## config.mk

```make
export PLATFORM = sky130hd
export DESIGN_NAME = ctoc_card_timeout
export DESIGN_NICKNAME = d
export VERILOG_FILES = /design/src/design/ctoc_pkg.sv /design/src/design/ctoc_down_counter.sv /design/src/design/ctoc_status_flags.sv /design/src/design/ctoc_card_timeout.sv
export SDC_FILE = /design/constraint.sdc
export NUM_CORES = 1
export LEC_CHECK = 0
export CORE_UTILIZATION = 30
export DETAILED_ROUTE_END_ITERATION = 8
export DONT_BUFFER_PORTS = 1
export GPL_ROUTABILITY_DRIVEN = 1
export GPL_TIMING_DRIVEN = 0
export HOLD_SLACK_MARGIN = 0.1
export SKIP_CTS_REPAIR_TIMING = 1
export SLEW_MARGIN = 5
export SYNTH_ARGS = -nofsm -noshare
export SYNTH_HDL_FRONTEND = slang
export SYNTH_SLANG_ARGS = --single-unit
```

## constraint.sdc

```tcl
create_clock -name clk -period 5.8 [get_ports clk]
set_clock_uncertainty 0.15 [all_clocks]
set_input_delay 1.74 -clock clk [delete_from_list [all_inputs] [get_ports clk]]
set_output_delay 1.74 -clock clk [all_outputs]
set_load 0.01 [all_outputs]
```

## src/design/ctoc_pkg.sv

```systemverilog
// What this block does
// - Mode register, read/write, index 8h, resets zero
// - Code 00 halts both counters
// - Code 05 halts long counter, short starts if idle or keeps running
// - Code 61 starts 16-bit counter on the write
// - 16-bit terminal count sets long expiry flag
// - Code 65 arms short counter on start bit
// - Short expiry sets flag, counter auto-reloads
// - Code 65 starts 16-bit at once, long flag
// - Zero stops both counters in code 65
// - Code 68 runs 24-bit chain from the write
// - Code 71 starts 16-bit on every start bit
// - Code 71 new reloads apply at next start
// - Write-only reload bytes at indices 9h, Ah, Bh
//
// Purpose: Shared constants and types of the card timeout counter.
// Assumes: Registers sit one per aligned 32-bit APB word.
// Notes:   Byte address is four times the register index.
package ctoc_pkg;

  // ****************************************************************
  // Register map
  // ****************************************************************
  localparam logic [5:0] CTOC_IDX_MODE   = 6'h08; // Mode select
  localparam logic [5:0] CTOC_IDX_LOW    = 6'h09; // Reload low byte
  localparam logic [5:0] CTOC_IDX_MID    = 6'h0a; // Reload mid byte
  localparam logic [5:0] CTOC_IDX_HIGH   = 6'h0b; // Reload high byte
  localparam logic [5:0] CTOC_IDX_STATUS = 6'h0c; // Expiry flags
  localparam logic [7:0] CTOC_ADDR_MODE  = {CTOC_IDX_MODE, 2'b00};

  // Reset values
  localparam logic [7:0] CTOC_MODE_RST   = 8'h00;
  localparam logic [7:0] CTOC_RELOAD_RST = 8'h00;

  // Status field positions
  localparam int CTOC_STAT_SHORT = 0; // Short counter expired
  localparam int CTOC_STAT_LONG  = 1; // Long counter expired

  // ****************************************************************
  // Mode codes
  // ****************************************************************
  localparam logic [7:0] CTOC_MODE_STOP    = 8'h00; // All halted
  localparam logic [7:0] CTOC_MODE_SHORT   = 8'h05; // Short only
  localparam logic [7:0] CTOC_MODE_LONG16  = 8'h61; // 16-bit now
  localparam logic [7:0] CTOC_MODE_BOTH    = 8'h65; // Short + 16-bit
  localparam logic [7:0] CTOC_MODE_CHAIN24 = 8'h68; // 24-bit now
  localparam logic [7:0] CTOC_MODE_START16 = 8'h71; // 16-bit on start

  // ****************************************************************
  // Types
  // ****************************************************************
  // Gray sequence idle, armed, running
  typedef enum logic [1:0] {
    CTOC_IDLE = 2'b00,
    CTOC_WAIT = 2'b01,
    CTOC_RUN  = 2'b11
  } ctoc_run_e;

  // Software visible configuration
  typedef struct packed {
    logic [7:0] mode;
    logic [7:0] low;
    logic [7:0] mid;
    logic [7:0] high;
  } ctoc_cfg_s;

  // Events from the card line side
  typedef struct packed {
    logic startBit; // Start bit seen on I/O, rx or tx
    logic etuTick;  // One elementary time unit elapsed
  } ctoc_link_s;

  // Expiry flags, also used for set and clear requests
  typedef struct packed {
    logic longExpired;
    logic shortExpired;
  } ctoc_flags_s;

  // Whole state of the top module
  typedef struct packed {
    ctoc_cfg_s cfg;
    ctoc_run_e shortState;
    ctoc_run_e longState;
  } ctoc_main_state_s;

endpackage : ctoc_pkg

```

## src/design/ctoc_down_counter.sv

```systemverilog
// Purpose: Down counter with load, stop and optional auto-reload.
// Assumes: tick is a one-cycle pulse per elementary time unit.
// Notes:   Load of zero expires on the first tick.
`timescale 1ns/1ps
module ctoc_down_counter
  import ctoc_pkg::*;
#(
  parameter int unsigned W = 8 // Counter width
) (
  input  logic         clk,
  input  logic         reset,
  input  logic         load,       // Start count at loadValue
  input  logic         stop,       // Halt, wins over load
  input  logic         tick,       // Step enable
  input  logic         autoReload, // Restart after expiry
  input  logic [W-1:0] loadValue,
  output logic [W-1:0] count,
  output logic         running,
  output logic         expired     // One-cycle pulse
);

  // ****************************************************************
  // State
  // ****************************************************************
  typedef struct packed {
    logic [W-1:0] cnt;
    logic         running;
    logic         expired;
  } ctoc_cnt_state_s;

  localparam logic [W-1:0] CNT_ONE = {{(W-1){1'b0}}, 1'b1};

  ctoc_cnt_state_s st;      // Registered state
  ctoc_cnt_state_s next_st; // Next state

  // Next state: stop, then load, then step
  always_comb begin
    next_st = st;
    next_st.expired = 1'b0;
    if (stop) begin
      next_st.running = 1'b0;
    end else if (load) begin
      next_st.cnt = loadValue;
      next_st.running = 1'b1;
    end else if (st.running && tick) begin
      if (st.cnt <= CNT_ONE) begin
        next_st.expired = 1'b1;
        // Reload uses the live value, so it must stay still
        if (autoReload) begin
          next_st.cnt = loadValue;
        end else begin
          next_st.running = 1'b0;
          next_st.cnt = '0;
        end
      end else begin
        next_st.cnt = st.cnt - CNT_ONE;
      end
    end
  end

  // State register
  always_ff @(posedge clk) begin
    if (reset) begin
      st <= '0;
    end else begin
      st <= next_st;
    end
  end

  assign count   = st.cnt;
  assign running = st.running;
  assign expired = st.expired;

  // ****************************************************************
  // Checks
  // ****************************************************************
  chk_tick_step: assert property (
    @(posedge clk) disable iff (reset)
    st.running && tick && st.cnt > CNT_ONE && !load && !stop
    |=> st.cnt == $past(st.cnt) - CNT_ONE)
    else $error("counter did not step by one on a tick");

  chk_auto_reload: assert property (
    @(posedge clk) disable iff (reset)
    st.expired && $past(autoReload)
    |-> st.running && st.cnt == $past(loadValue))
    else $error("auto-reload counter did not restart");

  chk_one_shot: assert property (
    @(posedge clk) disable iff (reset)
    st.expired && !$past(autoReload) |-> !st.running)
    else $error("one-shot counter kept running after expiry");

endmodule : ctoc_down_counter

```

## src/design/ctoc_status_flags.sv

```systemverilog
// Purpose: Sticky expiry flags, cleared by writing one.
// Assumes: set and clear are one-cycle requests.
// Notes:   A set in the clearing cycle wins.
`timescale 1ns/1ps
module ctoc_status_flags
  import ctoc_pkg::*;
(
  input  logic        clk,
  input  logic        reset,
  input  ctoc_flags_s setReq,   // Expiry events
  input  ctoc_flags_s clearReq, // Write-one-to-clear bits
  output ctoc_flags_s flags
);

  // ****************************************************************
  // State
  // ****************************************************************
  ctoc_flags_s st;      // Registered flags
  ctoc_flags_s next_st; // Next flags

  // Set beats clear so an event is never lost
  always_comb begin
    next_st = st;
    next_st.shortExpired = (st.shortExpired && !clearReq.shortExpired)
                           || setReq.shortExpired;
    next_st.longExpired  = (st.longExpired && !clearReq.longExpired)
                           || setReq.longExpired;
  end

  // Flag register
  always_ff @(posedge clk) begin
    if (reset) begin
      st <= '0;
    end else begin
      st <= next_st;
    end
  end

  assign flags = st;

  chk_set_wins: assert property (
    @(posedge clk) disable iff (reset)
    setReq.longExpired |=> st.longExpired)
    else $error("long expiry flag not set after event");

endmodule : ctoc_status_flags

```

## src/design/ctoc_card_timeout.sv

```systemverilog
// Purpose: Card waiting time counters behind an APB register file.
// Assumes: Start bit and ETU tick are one-cycle synchronous pulses.
// Notes:   Zero-wait APB slave; unmapped words answer with pslverr.
`timescale 1ns/1ps
module ctoc_card_timeout
  import ctoc_pkg::*;
(
  input  logic        clk,
  input  logic        reset,
  input  logic        psel,
  input  logic        penable,
  input  logic        pwrite,
  input  logic [7:0]  paddr,
  input  logic [31:0] pwdata,
  output logic [31:0] prdata,
  output logic        pready,
  output logic        pslverr,
  input  ctoc_link_s  cardEvents,   // Start bit and ETU tick
  output ctoc_flags_s expiredPulse, // One-cycle expiry events
  output ctoc_flags_s statusFlags   // Sticky expiry flags
);

  // ****************************************************************
  // Bus decode
  // ****************************************************************
  logic       access;    // APB access phase
  logic [5:0] wordIdx;   // Register index of the address
  logic       aligned;   // Word aligned address
  logic       mapped;    // Address hits a register
  logic       regWrite;  // Write taken this edge
  logic       modeWrite; // Mode register written this edge
  logic [7:0] writeCode; // Mode code being written

  assign access    = psel && penable;
  assign wordIdx   = paddr[7:2];
  assign aligned   = (paddr[1:0] == 2'b00);
  assign regWrite  = access && pwrite && mapped;
  assign modeWrite = regWrite && (wordIdx == CTOC_IDX_MODE);
  assign writeCode = pwdata[7:0];

  // Only five words are decoded, everything else is an error
  always_comb begin
    mapped = 1'b0;
    if (aligned) begin
      unique case (wordIdx)
        CTOC_IDX_MODE,
        CTOC_IDX_LOW,
        CTOC_IDX_MID,
        CTOC_IDX_HIGH,
        CTOC_IDX_STATUS: mapped = 1'b1;
        default:         mapped = 1'b0;
      endcase
    end
  end

  // ****************************************************************
  // State and counter control
  // ****************************************************************
  ctoc_main_state_s st;         // Registered state
  ctoc_main_state_s next_st;    // Next state
  logic             loadShort;  // Start the short counter
  logic             stopShort;  // Halt the short counter
  logic             loadLong;   // Start the long counter
  logic             stopLong;   // Halt the long counter
  logic [23:0]      longValue;  // Value loaded into the long counter
  logic [7:0]       shortCount; // Short counter value
  logic             shortRun;   // Short counter active
  logic [23:0]      longCount;  // Long counter value
  logic             longRun;    // Long counter active
  ctoc_flags_s      clearReq;   // Flag clear requests

  // Long counter takes the 24-bit chain only in code 68
  always_comb begin
    if (modeWrite && writeCode == CTOC_MODE_CHAIN24) begin
      longValue = {st.cfg.high, st.cfg.mid, st.cfg.low};
    end else begin
      longValue = {8'h00, st.cfg.high, st.cfg.mid};
    end
  end

  // Register writes, mode changes and start bit arming
  always_comb begin
    next_st   = st;
    loadShort = 1'b0;
    stopShort = 1'b0;
    loadLong  = 1'b0;
    stopLong  = 1'b0;
    clearReq  = '0;
    // Register file writes
    if (regWrite) begin
      unique case (wordIdx)
        CTOC_IDX_MODE: next_st.cfg.mode = writeCode;
        CTOC_IDX_LOW:  next_st.cfg.low  = pwdata[7:0];
        CTOC_IDX_MID:  next_st.cfg.mid  = pwdata[7:0];
        CTOC_IDX_HIGH: next_st.cfg.high = pwdata[7:0];
        CTOC_IDX_STATUS: begin
          clearReq.shortExpired = pwdata[CTOC_STAT_SHORT];
          clearReq.longExpired  = pwdata[CTOC_STAT_LONG];
        end
        default: ;
      endcase
    end
    if (modeWrite) begin
      // New mode acts at the same edge as the write
      unique case (writeCode)
        CTOC_MODE_STOP: begin
          stopShort = 1'b1;
          stopLong  = 1'b1;
          next_st.shortState = CTOC_IDLE;
          next_st.longState  = CTOC_IDLE;
        end
        CTOC_MODE_SHORT: begin
          stopLong = 1'b1;
          next_st.longState = CTOC_IDLE;
          // An idle short counter starts; a busy one carries on
          if (st.shortState == CTOC_IDLE) begin
            loadShort = 1'b1;
            next_st.shortState = CTOC_RUN;
          end
        end
        CTOC_MODE_LONG16: begin
          stopShort = 1'b1;
          loadLong  = 1'b1;
          next_st.shortState = CTOC_IDLE;
          next_st.longState  = CTOC_RUN;
        end
        CTOC_MODE_BOTH: begin
          stopShort = 1'b1;
          loadLong  = 1'b1;
          next_st.shortState = CTOC_WAIT;
          next_st.longState  = CTOC_RUN;
        end
        CTOC_MODE_CHAIN24: begin
          stopShort = 1'b1;
          loadLong  = 1'b1;
          next_st.shortState = CTOC_IDLE;
          next_st.longState  = CTOC_RUN;
        end
        CTOC_MODE_START16: begin
          stopShort = 1'b1;
          stopLong  = 1'b1;
          next_st.shortState = CTOC_IDLE;
          next_st.longState  = CTOC_WAIT;
        end
        default: begin
          // Undefined codes park everything in a safe state
          stopShort = 1'b1;
          stopLong  = 1'b1;
          next_st.shortState = CTOC_IDLE;
          next_st.longState  = CTOC_IDLE;
        end
      endcase
    end else begin
      // Short counter waits for the first start bit
      if (st.shortState == CTOC_WAIT && cardEvents.startBit) begin
        loadShort = 1'b1;
        next_st.shortState = CTOC_RUN;
      end
      // Long counter: start, restart or finish
      if (st.longState == CTOC_WAIT && cardEvents.startBit) begin
        loadLong = 1'b1;
        next_st.longState = CTOC_RUN;
      end else if (st.longState == CTOC_RUN
                   && st.cfg.mode == CTOC_MODE_START16
                   && cardEvents.startBit) begin
        loadLong = 1'b1;
      end else if (st.longState == CTOC_RUN && expiredPulse.longExpired)
      begin
        // Start bit mode rearms, the others end here
        if (st.cfg.mode == CTOC_MODE_START16) begin
          next_st.longState = CTOC_WAIT;
        end else begin
          next_st.longState = CTOC_IDLE;
        end
      end
    end
  end

  // State register
  always_ff @(posedge clk) begin
    if (reset) begin
      st.cfg.mode   <= CTOC_MODE_RST;
      st.cfg.low    <= CTOC_RELOAD_RST;
      st.cfg.mid    <= CTOC_RELOAD_RST;
      st.cfg.high   <= CTOC_RELOAD_RST;
      st.shortState <= CTOC_IDLE;
      st.longState  <= CTOC_IDLE;
    end else begin
      st <= next_st;
    end
  end

  // ****************************************************************
  // Read path
  // ****************************************************************
  // Reload bytes are write-only and read back as zero
  always_comb begin
    prdata = 32'h00000000;
    if (access && !pwrite && aligned) begin
      unique case (wordIdx)
        CTOC_IDX_MODE:   prdata = {24'h000000, st.cfg.mode};
        CTOC_IDX_STATUS: prdata = {30'h00000000,
                                   statusFlags.longExpired,
                                   statusFlags.shortExpired};
        default:         prdata = 32'h00000000;
      endcase
    end
  end

  // Zero-wait slave keeps the bus simple
  assign pready  = 1'b1;
  assign pslverr = access && !mapped;

  // ****************************************************************
  // Counters and flags
  // ****************************************************************
  ctoc_down_counter #(
    .W          (8)
  ) u_short (
    .clk        (clk),
    .reset      (reset),
    .load       (loadShort),
    .stop       (stopShort),
    .tick       (cardEvents.etuTick),
    .autoReload (1'b1),
    .loadValue  (st.cfg.low),
    .count      (shortCount),
    .running    (shortRun),
    .expired    (expiredPulse.shortExpired)
  );

  ctoc_down_counter #(
    .W          (24)
  ) u_long (
    .clk        (clk),
    .reset      (reset),
    .load       (loadLong),
    .stop       (stopLong),
    .tick       (cardEvents.etuTick),
    .autoReload (1'b0),
    .loadValue  (longValue),
    .count      (longCount),
    .running    (longRun),
    .expired    (expiredPulse.longExpired)
  );

  ctoc_status_flags u_flags (
    .clk      (clk),
    .reset    (reset),
    .setReq   (expiredPulse),
    .clearReq (clearReq),
    .flags    (statusFlags)
  );

  // ****************************************************************
  // Checks
  // ****************************************************************
  chk_mode_reset: assert property (
    @(posedge clk) disable iff (reset)
    $fell(reset) |-> st.cfg.mode == CTOC_MODE_RST)
    else $error("mode register not zero after reset");

  chk_mode_readback: assert property (
    @(posedge clk) disable iff (reset)
    modeWrite |=> st.cfg.mode == $past(writeCode))
    else $error("mode register did not take the written code");

  chk_stop_all: assert property (
    @(posedge clk) disable iff (reset)
    modeWrite && writeCode == CTOC_MODE_STOP
    |=> !shortRun && !longRun && st.shortState == CTOC_IDLE
        && st.longState == CTOC_IDLE)
    else $error("code zero left a counter active");

  chk_short_only: assert property (
    @(posedge clk) disable iff (reset)
    modeWrite && writeCode == CTOC_MODE_SHORT
    |=> !longRun && st.shortState != CTOC_IDLE)
    else $error("code 05 did not keep only the short counter");

  chk_long16_start: assert property (
    @(posedge clk) disable iff (reset)
    modeWrite && writeCode == CTOC_MODE_LONG16
    |=> longRun && !shortRun
        && longCount == {8'h00, $past(st.cfg.high), $past(st.cfg.mid)})
    else $error("code 61 did not start the 16-bit count");

  chk_both_start: assert property (
    @(posedge clk) disable iff (reset)
    modeWrite && writeCode == CTOC_MODE_BOTH
    |=> longRun && !shortRun && st.shortState == CTOC_WAIT)
    else $error("code 65 did not start long and arm short");

  chk_short_arm: assert property (
    @(posedge clk) disable iff (reset)
    st.shortState == CTOC_WAIT && cardEvents.startBit && !modeWrite
    |=> shortRun && shortCount == $past(st.cfg.low))
    else $error("short counter did not start on start bit");

  chk_chain24_load: assert property (
    @(posedge clk) disable iff (reset)
    modeWrite && writeCode == CTOC_MODE_CHAIN24
    |=> longRun && longCount == {$past(st.cfg.high),
                                 $past(st.cfg.mid), $past(st.cfg.low)})
    else $error("code 68 did not load the 24-bit chain");

  chk_start16_arm: assert property (
    @(posedge clk) disable iff (reset)
    modeWrite && writeCode == CTOC_MODE_START16
    |=> !longRun && st.longState == CTOC_WAIT)
    else $error("code 71 started before a start bit");

  chk_start16_restart: assert property (
    @(posedge clk) disable iff (reset)
    st.longState != CTOC_IDLE && st.cfg.mode == CTOC_MODE_START16
    && cardEvents.startBit && !modeWrite
    |=> longRun
        && longCount == {8'h00, $past(st.cfg.high), $past(st.cfg.mid)})
    else $error("start bit did not reload the 16-bit count");

  chk_reload_wonly: assert property (
    @(posedge clk) disable iff (reset)
    access && !pwrite && aligned && wordIdx == CTOC_IDX_LOW
    |-> prdata == 32'h00000000)
    else $error("reload byte did not read as zero");

endmodule : ctoc_card_timeout

```

==> results.yml <==
final_layout:
  area_delta_synth_final_pct: 13.9
  nFillCells: 1451
  multiInputGateArea_um2: 2620
  nets: 603
  antenna_cells: 0
  stdcell_count: 737
  ff_latch_area_um2: 1480
  drive_above_1_share_pct: 14.2
die:
  rows: 43
  core_um2: 14100
  die_h_um: 123
  die_w_um: 123
  start_util_pct: 31.2
  top_level_ports: 85
  die_area_um2: 15100
critical_path:
  crit_chain: "nor2_1, nand3_1, or3_1, nor3_1, and2_1"
  cp-start-kind: "input port"
  crit_path_max_incr_delay_ns: 0.38
  arrival_ns: 3.21
  worst-setup-path-type: "in -> out"
  end_kind: "primary output"
  cp_slowest_cell: "or3_1"
  cp_data_required_time_ns: 3.91
  crit_fanout: 6
cts:
  root_buffer: "clkbuf_16"
  cts_max_level: 3
  clock_sinks: 74
  cts_tree: "yes"
  clock_path_buffers: 2
  clock_latency_ns: 0.35
  clkTransAtPathRegs_ns: 0.05
  cts_made_buffers: 9
detailed_routing:
  wirelength_mm: 12.9
  detail-route-antenna-nets: 0
  drc: 0
  drt-pass1-iter-count: 5
  viasPerCell: 5.56
  routedWlPerCell_um: 17.5
  vias: 4095
  drt_iter0_markers: 334
timing:
  fmax_mhz: 196
  min_period_over_period_pct: 87.9
  final-max-slew-violation-count: 0
  tightest_slew_ns: 1.01
  layout_setup_ws_ns: 0.701
  setup_violations: 0
  rsz0062_at_grt: "no"
  relSlewSlack_pct: 31.9
  hold_viol: 0
  final.min_clock_period_ns: 5.10
  setup_tns_ns: 0
power_and_ir_drop:
  p_leak_nw: 2.03
  peakVddDrop_mv: 0.149
  p_per_area_nw_per_um2: 225
  p_total_mw: 1.13
global_route:
  antenna_found_initial: 0
  grt_pass1_wl_mm: 20.3
  first_global_vias: 3762
  gr-usage-all-layers_pct: 17.9
  grt_start_max_net_pins: 12
  overflow: 0
logic_synthesis:
  synth_seq_cells: 74
  async_flop_share_pct: 0
  yosys_warnings: 0
  synth-edff-count: 0
  ys_types: 66
  synth_area_per_cell_um2: 8.49
  synth_seq_area_share_pct: 33.7
  syn_area_um2: 4400
  synth_top_flop_cell: "dfxtp_1"
  synthCells: 518
status:
  status: "finished clean"
placement:
  place_congestion: 0.894
  io_buffers: 0
  dp_slack_ns: 0.697
  hpwlAfterDp_mm: 9.60
  placedCellCount: 721
job:
  cap_violations: 0
hold_path:
  hp-class: "reg -> reg"
[final timing paths]
kind | start | end | slack, ns | depth (start not counted)
min reg2reg | st[34] | st[34] | 0.32 | 2
max | paddr[7] | prdata[5] | 0.70 | 5
min | st[34] | st[34] | 0.32 | 2
max reg2reg | u_long.count[7] | u_long.count[22] | 2.97 | 8
[cell usage in the layout, fill, tap and decap left out, types with 4 or more instances in the layout]
cell	count
a21o_1	7
a21oi_1	21
a221oi_2	5
a22o_1	4
a22oi_1	7
a31oi_1	8
and2_1	9
and3_1	4
buf_2	4
buf_4	27
clkbuf_1	22
clkbuf_16	9
conb_1	25
dfxtp_1	74
ha_1	4
inv_1	13
mux2_2	8
mux2i_1	44
nand2_1	39
nand2b_1	4
nand3_1	10
nand4_1	5
nor2_1	58
nor3_1	16
nor4_1	11
nor4b_1	4
o21ai_0	16
o21ai_1	4
o221a_2	4
o32ai_1	5
or2_2	5
or3_1	9
or4_1	7
xor2_1	5
[per-stage QoR]
| step | instance area [um^2] | hold WS [ns] | util [%] |
|---|---|---|---|
| detailed placement | 4710 | 0.309 | 33.4 |
| global placement | 4710 | 0.312 | 33.4 |
| floorplan | 4480 | 0.288 | - |
| CTS | 5010 | 0.316 | 35.5 |
| finish | 5010 | 0.319 | 35.5 |
| global route | 5010 | 0.343 | 35.5 |
[registers in the layout (all words and copies together) (netlist names)]
| signal | flops |
|---|---|
| u_short.count | 8 |
| u_flags.flags | 2 |
| u_short.running | 1 |
| u_short.expired | 1 |
| u_long.count | 24 |
| st | 36 |
| u_long.running | 1 |
| u_long.expired | 1 |
[power by group]
group          switching [mW]  total (mW)  internal [mW]
Sequential           0.000154       0.509          0.509
Combinational          0.0285      0.0459         0.0174
Clock                   0.214       0.571          0.356
Total                   0.243        1.13          0.882
[critical path, delay by kind of cell]
kind	cells	cell delay [ns]
and+or+nand+nor	5	1.47
[cell families (layout without fill, tap and decap cells)]
logic type	after synthesis	count (layout)	share of synthesized area, %
simple gates	195	195	22.6
compound gates	120	120	20.8
flops	74	74	33.7
buf+inv	66	82	8.57
mux	52	52	12.1
xor+xnor	5	5	0.996
fa+ha+maj	4	4	1.14
other cells	2	25	0.171
[cells in the mapped netlist, types with 3 or more instances]
| library cell | count | area share (%) |
|---|---|---|
| o211ai_1 | 3 | 0.51 |
| a22o_1 | 4 | 0.80 |
| and3_1 | 4 | 0.57 |
| or3_1 | 9 | 1.3 |
| mux2i_1 | 44 | 10 |
| o32ai_1 | 5 | 1.0 |
| nor4b_1 | 4 | 0.80 |
| xor2_1 | 5 | 1.0 |
| or2_2 | 5 | 0.71 |
| a211oi_1 | 3 | 0.51 |
| or4_1 | 7 | 1.2 |
| buf_4 | 27 | 4.6 |
| nor4_1 | 11 | 1.6 |
| a221oi_2 | 5 | 1.7 |
| o221a_2 | 4 | 1.0 |
| nand4_1 | 5 | 0.71 |
| a31oi_1 | 8 | 1.1 |
| o31ai_1 | 3 | 0.51 |
| nor2_1 | 58 | 5.0 |
| nor3_1 | 16 | 1.8 |
| o21ai_0 | 16 | 1.8 |
| o21ai_1 | 4 | 0.46 |
| clkbuf_1 | 19 | 1.6 |
| o311a_1 | 3 | 0.68 |
| buf_2 | 4 | 0.46 |
| mux2_2 | 8 | 2.0 |
| and2_1 | 9 | 1.3 |
| nand3_1 | 10 | 1.1 |
| dfxtp_1 | 74 | 34 |
| buf_6 | 3 | 0.77 |
| inv_1 | 13 | 1.1 |
| o22ai_1 | 3 | 0.43 |
| nand2b_1 | 4 | 0.57 |
| nand2_1 | 39 | 3.3 |
| nor2b_1 | 3 | 0.43 |
| ha_1 | 4 | 1.1 |
| a22oi_1 | 7 | 1.2 |
| a21oi_1 | 21 | 2.4 |
| a21o_1 | 7 | 1.2 |
| o32a_1 | 3 | 0.68 |
[per-layer routing]
layer | track usage [%] | up-vias | part of all wire [%]
li1 | - | 1945 | -
met4 | 8.73 | 0 | 2.9
met5 | 0 | - | 0
met2 | 27.7 | 172 | 45
met1 | 22.9 | 1954 | 44
met3 | 4.84 | 24 | 7.7
[area by class of cell]
cell class | instances | area share [%]
flip-flops and latches | 74 | 29.6
inverters | 13 | 0.975
multi-input cells | 401 | 52.4
clock buffers | 14 | 5.27
well taps | 180 | 4.50
plain buffers | 53 | 6.55
clock inverters | 2 | 0.700
(Power assumes the default switching activity.)
